### src/design/mss_consts.vh
`ifndef MSS_CONSTS_VH
`define MSS_CONSTS_VH
// register offsets (word index)
`define MSS_REG_CTRL        4'h0
`define MSS_REG_VOLT        4'h1
`define MSS_REG_PRE_TIME    4'h2
`define MSS_REG_PRE_LEVEL   4'h3
`define MSS_REG_BLANK_TIME  4'h4
`define MSS_REG_BRAKE_TIME  4'h5
`define MSS_REG_BRAKE_LEVEL 4'h6
`define MSS_REG_ONSET_FREQ  4'h7
`define MSS_REG_BASE_FREQ   4'h8
`define MSS_REG_DWELL_FREQ  4'h9
`define MSS_REG_BUS_LIMIT   4'hA
`define MSS_REG_STATUS      4'hB
`define MSS_REG_OUT_FREQ    4'hC
`define MSS_REG_OUT_VOLT    4'hD
// ctrl fields
`define MSS_CTRL_START_BIT  0
`define MSS_CTRL_STOP_LO    1
`define MSS_CTRL_STOP_HI    3
`define MSS_CTRL_STALL_BIT  4
// reset values: volts, percent, 0.01 s, 0.01 Hz
`define MSS_RST_VOLT        16'h00DC
`define MSS_RST_PRE_TIME    16'h0000
`define MSS_RST_PRE_LEVEL   16'h0032
`define MSS_RST_BLANK_TIME  16'h000A
`define MSS_RST_BRAKE_TIME  16'h0064
`define MSS_RST_BRAKE_LEVEL 16'h0032
`define MSS_RST_ONSET_FREQ  16'h01F4
`define MSS_RST_BASE_FREQ   16'h1770
`define MSS_RST_BUS_LIMIT   16'h02EE
`define MSS_VOLT_MIN        16'h00B4
`define MSS_VOLT_MAX        16'h01E0
// one time unit is 10 ms at 100 MHz
`define MSS_TICK_NS         10000000
`define MSS_CLK_NS          10
`define MSS_TICK_CYCLES     (`MSS_TICK_NS / `MSS_CLK_NS)
// states
`define MSS_ST_IDLE   3'h0
`define MSS_ST_PRE    3'h1
`define MSS_ST_RUN    3'h2
`define MSS_ST_DECEL  3'h3
`define MSS_ST_BLANK  3'h4
`define MSS_ST_BRAKE  3'h5
`endif

### src/design/mss_sequencer.v
// Contract
// - base-frequency output equals nameplate voltage, 180..480 V, default 220
// - above base, output limited to supply voltage when supply is lower
// - nameplate zero: scale from supply voltage captured while idle
// - start method 0: ramp directly to target on run while idle
// - start method 1: DC injection for pre-start time, then accelerate
// - pre-start injection level percent of rated current, default 50
// - stop method 0: ramp to 0 Hz then stop output
// - stop method 1: ramp to onset frequency then DC injection brake
// - output blocked for blanking time before injection braking
// - injection braking held for braking duration, default 1.00
// - braking magnitude percent of rated current, default 50
// - braking begins when decelerating frequency reaches onset, default 5.00 Hz
// - dwell below onset frequency is skipped, only injection braking
// - stop method 2: block output at once, motor coasts
// - stop method 3: flux braking ramp, energy dissipated in motor
// - flux braking only in deceleration, wins over stall prevention bit 4
// - stop method 4: bus above threshold slows or reverses the ramp
// - power braking only in deceleration, wins over stall prevention bit 4
// - power braking stop may exceed configured deceleration time
// - base frequency default 60.00 Hz
//
// Chosen here: the address-and-strobe port and the placing of the registers.
`timescale 1ns/1ps
`include "mss_consts.vh"
module mss_sequencer #(
  parameter TICK_CYCLES = `MSS_TICK_CYCLES,
  parameter RAMP_STEP = 16'h0001
)(
  // clock and reset
  input wire clk_sys_i,
  input wire resetn_i,
  // register port
  input wire [3:0] addr_i,
  input wire [15:0] wdata_i,
  input wire wr_i,
  input wire rd_i,
  output reg [15:0] rdata_o,
  // commands and measurements
  input wire run_i,
  input wire [15:0] target_freq_i,
  input wire [15:0] supply_volt_i,
  input wire [15:0] bus_volt_i,
  // drive outputs
  output reg [15:0] out_freq_o,
  output reg [15:0] out_volt_o,
  output reg out_enable_o,
  output reg inject_o,
  output reg [7:0] inject_level_o,
  output reg flux_brake_o,
  output reg stall_active_o
);
  reg run_s1, run_s2;
  reg [15:0] tgt_s1, tgt_s2, sup_s1, sup_s2, bus_s1, bus_s2;
  reg [4:0] ctrl;
  reg [15:0] volt_set, pre_time, pre_level, blank_time, brake_time, brake_level;
  reg [15:0] onset_freq, base_freq, dwell_freq, bus_limit;
  reg [15:0] idle_supply;
  reg [2:0] state;
  reg [2:0] stop_mode;
  reg [15:0] timer;
  reg [15:0] freq;
  reg [15:0] next_volt;
  reg [31:0] scaled;
  reg [15:0] ref_volt;
  wire tick;
  wire stop_start = ctrl[`MSS_CTRL_START_BIT];
  wire [2:0] stop_sel = ctrl[`MSS_CTRL_STOP_HI:`MSS_CTRL_STOP_LO];
  wire stall_en = ctrl[`MSS_CTRL_STALL_BIT];

  function [15:0] clamp_volt;
    input [15:0] v;
    begin
      if (v == 16'h0000)
        clamp_volt = 16'h0000;
      else if (v < `MSS_VOLT_MIN)
        clamp_volt = `MSS_VOLT_MIN;
      else if (v > `MSS_VOLT_MAX)
        clamp_volt = `MSS_VOLT_MAX;
      else
        clamp_volt = v;
    end
  endfunction

  mss_tick #(
    .CYCLES(TICK_CYCLES)
  ) u_tick (
    .clk_sys_i(clk_sys_i),
    .resetn_i(resetn_i),
    .tick_o(tick)
  );

  // pins come from outside the clock domain
  always @(posedge clk_sys_i or negedge resetn_i)
  begin
    if (!resetn_i)
    begin
      run_s1 <= 1'b0;
      run_s2 <= 1'b0;
      tgt_s1 <= 16'h0000;
      tgt_s2 <= 16'h0000;
      sup_s1 <= 16'h0000;
      sup_s2 <= 16'h0000;
      bus_s1 <= 16'h0000;
      bus_s2 <= 16'h0000;
    end
    else
    begin
      run_s1 <= run_i;
      run_s2 <= run_s1;
      tgt_s1 <= target_freq_i;
      tgt_s2 <= tgt_s1;
      sup_s1 <= supply_volt_i;
      sup_s2 <= sup_s1;
      bus_s1 <= bus_volt_i;
      bus_s2 <= bus_s1;
    end
  end

  // register writes
  always @(posedge clk_sys_i or negedge resetn_i)
  begin
    if (!resetn_i)
    begin
      ctrl <= 5'h00;
      volt_set <= `MSS_RST_VOLT;
      pre_time <= `MSS_RST_PRE_TIME;
      pre_level <= `MSS_RST_PRE_LEVEL;
      blank_time <= `MSS_RST_BLANK_TIME;
      brake_time <= `MSS_RST_BRAKE_TIME;
      brake_level <= `MSS_RST_BRAKE_LEVEL;
      onset_freq <= `MSS_RST_ONSET_FREQ;
      base_freq <= `MSS_RST_BASE_FREQ;
      dwell_freq <= 16'h0000;
      bus_limit <= `MSS_RST_BUS_LIMIT;
    end
    else if (wr_i)
    begin
      case (addr_i)
        `MSS_REG_CTRL: ctrl <= wdata_i[4:0];
        `MSS_REG_VOLT: volt_set <= clamp_volt(wdata_i);
        `MSS_REG_PRE_TIME: pre_time <= wdata_i;
        `MSS_REG_PRE_LEVEL: pre_level <= wdata_i;
        `MSS_REG_BLANK_TIME: blank_time <= wdata_i;
        `MSS_REG_BRAKE_TIME: brake_time <= wdata_i;
        `MSS_REG_BRAKE_LEVEL: brake_level <= wdata_i;
        `MSS_REG_ONSET_FREQ: onset_freq <= wdata_i;
        `MSS_REG_BASE_FREQ: base_freq <= wdata_i;
        `MSS_REG_DWELL_FREQ: dwell_freq <= wdata_i;
        `MSS_REG_BUS_LIMIT: bus_limit <= wdata_i;
        default: ctrl <= ctrl;
      endcase
    end
  end

  // register reads, data one cycle later
  always @(posedge clk_sys_i or negedge resetn_i)
  begin
    if (!resetn_i)
      rdata_o <= 16'h0000;
    else if (rd_i)
    begin
      case (addr_i)
        `MSS_REG_CTRL: rdata_o <= {11'h000, ctrl};
        `MSS_REG_VOLT: rdata_o <= volt_set;
        `MSS_REG_PRE_TIME: rdata_o <= pre_time;
        `MSS_REG_PRE_LEVEL: rdata_o <= pre_level;
        `MSS_REG_BLANK_TIME: rdata_o <= blank_time;
        `MSS_REG_BRAKE_TIME: rdata_o <= brake_time;
        `MSS_REG_BRAKE_LEVEL: rdata_o <= brake_level;
        `MSS_REG_ONSET_FREQ: rdata_o <= onset_freq;
        `MSS_REG_BASE_FREQ: rdata_o <= base_freq;
        `MSS_REG_DWELL_FREQ: rdata_o <= dwell_freq;
        `MSS_REG_BUS_LIMIT: rdata_o <= bus_limit;
        `MSS_REG_STATUS: rdata_o <= {9'h000, stop_mode, 1'b0, state};
        `MSS_REG_OUT_FREQ: rdata_o <= out_freq_o;
        `MSS_REG_OUT_VOLT: rdata_o <= out_volt_o;
        default: rdata_o <= 16'h0000;
      endcase
    end
    else
      rdata_o <= 16'h0000;
  end

  // idle supply sample for auto scaling
  always @(posedge clk_sys_i or negedge resetn_i)
  begin
    if (!resetn_i)
      idle_supply <= 16'h0000;
    else if (state == `MSS_ST_IDLE)
      idle_supply <= sup_s2;
  end

  // voltage scaling: linear up to base, flat above
  always @*
  begin
    ref_volt = (volt_set == 16'h0000) ? idle_supply : volt_set;
    scaled = 32'h0000_0000;
    if (base_freq == 16'h0000 || freq >= base_freq)
    begin
      next_volt = ref_volt;
      if (freq > base_freq && sup_s2 < ref_volt)
        next_volt = sup_s2;
    end
    else
    begin
      scaled = (ref_volt * freq) / base_freq;
      next_volt = scaled[15:0];
    end
  end

  // sequencer; mode is latched so a change mid-sequence waits
  always @(posedge clk_sys_i or negedge resetn_i)
  begin
    if (!resetn_i)
    begin
      state <= `MSS_ST_IDLE;
      stop_mode <= 3'h0;
      timer <= 16'h0000;
      freq <= 16'h0000;
      out_freq_o <= 16'h0000;
      out_volt_o <= 16'h0000;
      out_enable_o <= 1'b0;
      inject_o <= 1'b0;
      inject_level_o <= 8'h00;
      flux_brake_o <= 1'b0;
      stall_active_o <= 1'b0;
    end
    else
    begin
      out_freq_o <= freq;
      out_volt_o <= out_enable_o ? next_volt : 16'h0000;
      case (state)
        `MSS_ST_IDLE:
        begin
          out_enable_o <= 1'b0;
          inject_o <= 1'b0;
          flux_brake_o <= 1'b0;
          stall_active_o <= 1'b0;
          freq <= 16'h0000;
          if (run_s2)
          begin
            stop_mode <= stop_sel;
            timer <= pre_time;
            if (stop_start)
            begin
              state <= `MSS_ST_PRE;
              inject_o <= 1'b1;
              inject_level_o <= pre_level[7:0];
            end
            else
            begin
              state <= `MSS_ST_RUN;
              out_enable_o <= 1'b1;
            end
          end
        end
        `MSS_ST_PRE:
        begin
          if (timer == 16'h0000)
          begin
            inject_o <= 1'b0;
            out_enable_o <= 1'b1;
            state <= `MSS_ST_RUN;
          end
          else if (tick)
            timer <= timer - 16'h0001;
        end
        `MSS_ST_RUN:
        begin
          if (!run_s2)
          begin
            if (stop_mode == 3'h2)
            begin
              out_enable_o <= 1'b0;
              // volts must drop with the enable, not a cycle later
              out_volt_o <= 16'h0000;
              freq <= 16'h0000;
              state <= `MSS_ST_IDLE;
            end
            else
            begin
              state <= `MSS_ST_DECEL;
              flux_brake_o <= (stop_mode == 3'h3);
            end
          end
          else if (tick && freq < tgt_s2)
            freq <= (tgt_s2 - freq < RAMP_STEP) ? tgt_s2 : freq + RAMP_STEP;
          else if (tick && freq > tgt_s2)
            freq <= (freq - tgt_s2 < RAMP_STEP) ? tgt_s2 : freq - RAMP_STEP;
        end
        `MSS_ST_DECEL:
        begin
          // flux and power braking (modes 3 and 4) pre-empt stall prevention while decelerating
          stall_active_o <= stall_en && stop_mode != 3'h3 && stop_mode != 3'h4;
          if (stop_mode == 3'h1 && freq <= onset_freq)
          begin
            // dwell ignored here, injection takes over
            state <= `MSS_ST_BLANK;
            out_enable_o <= 1'b0;
            out_volt_o <= 16'h0000;
            timer <= blank_time;
          end
          else if (freq == 16'h0000)
          begin
            out_enable_o <= 1'b0;
            out_volt_o <= 16'h0000;
            flux_brake_o <= 1'b0;
            stall_active_o <= 1'b0;
            state <= `MSS_ST_IDLE;
          end
          else if (tick && stop_mode == 3'h4 && bus_s2 > bus_limit)
          begin
            // slope held or raised; stop time is unbounded
            if (bus_s2 - bus_limit > RAMP_STEP)
              freq <= freq + RAMP_STEP;
          end
          else if (tick)
            freq <= (freq < RAMP_STEP) ? 16'h0000 : freq - RAMP_STEP;
        end
        `MSS_ST_BLANK:
        begin
          stall_active_o <= 1'b0;
          freq <= 16'h0000;
          if (timer == 16'h0000)
          begin
            state <= `MSS_ST_BRAKE;
            inject_o <= 1'b1;
            inject_level_o <= brake_level[7:0];
            timer <= brake_time;
          end
          else if (tick)
            timer <= timer - 16'h0001;
        end
        `MSS_ST_BRAKE:
        begin
          if (timer == 16'h0000)
          begin
            inject_o <= 1'b0;
            state <= `MSS_ST_IDLE;
          end
          else if (tick)
            timer <= timer - 16'h0001;
        end
        default: state <= `MSS_ST_IDLE;
      endcase
    end
  end
endmodule

### src/design/mss_tick.v
`timescale 1ns/1ps
`include "mss_consts.vh"
module mss_tick #(
  parameter CYCLES = `MSS_TICK_CYCLES
)(
  // clock and reset
  input wire clk_sys_i,
  input wire resetn_i,
  // enable pulse
  output reg tick_o
);
  reg [31:0] count;
  always @(posedge clk_sys_i or negedge resetn_i)
  begin
    if (!resetn_i)
    begin
      count <= 32'h0000_0000;
      tick_o <= 1'b0;
    end
    else if (count == CYCLES - 1)
    begin
      count <= 32'h0000_0000;
      tick_o <= 1'b1;
    end
    else
    begin
      count <= count + 32'h0000_0001;
      tick_o <= 1'b0;
    end
  end
endmodule

### config.mk
export PLATFORM = sky130hd
export DESIGN_NAME = mss_sequencer
export DESIGN_NICKNAME = d
export VERILOG_FILES = /design/src/design/mss_sequencer.v /design/src/design/mss_tick.v
export VERILOG_INCLUDE_DIRS = /design/src /design/src/design
export SDC_FILE = /design/constraint.sdc
export NUM_CORES = 2
export LEC_CHECK = 0
export BUFFER_PORTS_ARGS = -buffer_cell sky130_fd_sc_hd__buf_2
export CORE_MARGIN = 4
export CORE_UTILIZATION = 45
export DETAILED_ROUTE_END_ITERATION = 10
export PLACE_DENSITY = 0.59
export SYNTH_ARGS = -nofsm -noshare
export SYNTH_HDL_FRONTEND = slang
export SYNTH_SLANG_ARGS = --single-unit
### constraint.sdc
create_clock -name clk_sys_i -period 229.9 [get_ports clk_sys_i]
set_clock_uncertainty 0.05 [all_clocks]
set_input_delay 45.98 -clock clk_sys_i [delete_from_list [all_inputs] [get_ports clk_sys_i]]
set_output_delay 45.98 -clock clk_sys_i [all_outputs]
set_load 0.01 [all_outputs]
==> metrics <==
status=finished, final reports clean; Primary FF master, synth=dfrtp_1; CP most frequent cell=o21a_1; CP required=230.29 ns; MaxCap Viol Count=0; grt total ovfl=0; GRT Total Usage=29.3%; Hold Crit Class=register to register; Synthesis Warnings=0; most frequent cells in the layout=nor2_1 (607), ha_1 (597), nand2_1 (538); vias in the first global route=45,498; largest reg by FF count=u_tick.count; cell area after synthesis=0.0510 sq mm; initial antenna violation count=2; Iter 0 DRT Violations=4,068; FP Rows=123; # Post-CTS Setup Buffers=0; Top Ports=133; RSZ-0062 raised after global routing=false; cell accounting for the most synthesized area=dfrtp_1; full die area=0.119 sq mm; Initial Utilization=45.3%; Crit. End Element=register; CTS Hold Buffers Added=0; Max clock buf depth=3; Final Slew Violations=0; max incr delay on CP=0.89 ns; Slew headroom=22.4%; max reg flops=32; Crit path arrival time=110.53 ns; Cell variety after synth=116; Mapped Nets=7,012; Clk Latency, worst-skew pair=0.57 ns; Worst-path clk slew=0.07 ns; PostCTS Resize Cnt=0; syn avg cell area=8.30 sq um; final setup vio count=0; largest net degree at the start of global routing=75; dpl cells=7,622; dpl hpwl=138,000 microns; WS Path Type=register to register; #FFs+latches synth=410; top post-synthesis cells by area=dfrtp_1 (18%), ha_1 (15%), fa_1 (7.7%), mux2_2 (5.6%), nor2_1 (4.5%); routed vias/inst=6.15; CTS tree=done; Hold Vio Cnt, Final=0; CTS buffer count=39; final wirelength=178,000 microns; most common cell after layout, fill and taps aside=nor2_1; n_diodes=0; fmax=9.08 MHz; post-layout min period=110.14 ns; total core area=0.112 sq mm; residual DRC count=0; Die Wd=345 microns; Die H=345 microns; Antenna Violating Nets Remaining=0; first-pass GRT wire length=272,000 microns; Layout Nets=7,029; fin area=0.0548 sq mm; async set or reset register ratio after synthesis=100%; critical path's slowest cell=or4_1; iteration count of the initial detailed-routing pass=6; Area Overhead vs Synth=7.38%; Final TNS setup=0 ns; Synth Instances=6,146; CP startpoint kind=register; Post-synth EDFFs=0; Area after DPL=0.0534 sq mm; Least-Margin Pin Slew=1.16 ns; TritonCTS Sinks=410; final period utilization=47.9%; crit-path max FO=37; port bufs=132; final non-filler cell total=7,694; fin util=48.7%; routed len/inst=23.1 microns; Seq/Total Area, Yosys=20.2%; RePlAce Congestion=0.972; H-Tree Level Count=2; root buffer cell=clkbuf_16; via count=47,353; share of cells above drive strength 1=11.6%; post-synth top area share=18.4%
-- final timing paths --
| path | from | to | slack, ns | cells after the start |
|---|---|---|---|---|
| min in group asynchronous | resetn_i | u_tick.count[19] | 45.31 | 1 |
| hold reg to reg | tgt_s1[10] | tgt_s2[10] | 0.29 | 0 |
| setup reg to reg | volt_set[12] | out_volt_o[0] | 119.76 | 467 |
| setup / recovery | volt_set[12] | out_volt_o[0] | 119.76 | 467 |
| max in group asynchronous | resetn_i | tgt_s1[2] | 180.68 | 5 |
| hold / removal | tgt_s1[10] | tgt_s2[10] | 0.29 | 0 |
-- Yosys cell counts (16+ instances only) --
master / n
o21a_1: 213
nor3_1: 260
nor4b_1: 16
xnor2_1: 182
nand4_1: 62
ha_1: 597
dfstp_2: 36
o21bai_1: 27
nor2_1: 613
o211ai_1: 41
nand2b_1: 70
inv_1: 391
mux2i_1: 48
a31oi_1: 61
buf_1: 17
a221oi_1: 58
a22o_1: 34
nand2_1: 539
nand3_1: 106
a22oi_1: 45
clkbuf_1: 213
xor2_1: 94
and3_1: 51
or4_1: 17
fa_1: 196
and4_1: 18
a211oi_1: 35
a21o_1: 125
o21ai_0: 307
a21boi_0: 17
o31ai_1: 112
or3_1: 47
nor2b_1: 49
a21oi_1: 360
nor4_1: 42
mux2_2: 255
or2_2: 56
dfrtp_1: 374
and2_1: 60
-- through the flow --
step | setup slack [ns] | hold WS [ns]
finish | 119.76 | 0.293
detailed placement | 121.47 | 0.285
CTS | 120.92 | 0.284
floorplan | 128.29 | 0.281
global route | 110.46 | 0.303
global placement | 123.82 | 0.283
-- logic make-up (layout without fill, tap and decap cells) --
family / count (synthesis) / in the layout / synth area share, %
buffers and inverters: 649 / 697 / 4.87
AOI/OAI and AO/OA: 1652 / 1652 / 21.9
and+or+nand+nor: 2056 / 2056 / 19.2
adders and majority gates: 794 / 794 / 22.4
xor gates and xnor gates: 276 / 276 / 4.74
DFF: 410 / 410 / 20.2
muxes: 309 / 309 / 6.76
-- worst max-delay path: cells and delay by family (launching register included) --
| kind | cells | cell delay (ns) |
|---|---|---|
| flops | 1 | 0.42 |
| compound gates | 270 | 59.89 |
| simple gates | 128 | 29.36 |
| xor+xnor | 1 | 0.19 |
| fa+ha+maj | 39 | 13.40 |
| mux | 8 | 2.51 |
| buf+inv | 21 | 3.96 |
-- final cells by class --
type                            count  area, sq um
Tap cell                         1500         1880
Multi-Input combinational cell   5087        38300
Clock buffer                       54         1110
Inverter                          403         1510
Sequential cell                   410        10300
Fill cell                       11029        57700
Timing Repair Buffer              222         1350
Clock inverter                     18          265
-- routing by layer --
| layer | up-vias | track usage (%) | wire, microns |
|---|---|---|---|
| li1 | 22284 | - | - |
| met1 | 22922 | 38.2 | 74800 |
| met2 | 1780 | 48.5 | 81200 |
| met3 | 363 | 3.97 | 12800 |
| met4 | 4 | 12.8 | 8810 |
| met5 | - | 0 | 27 |
Power is not shown: default switching activity piles up to over one toggle a cycle in this logic, so the estimate is an artifact.
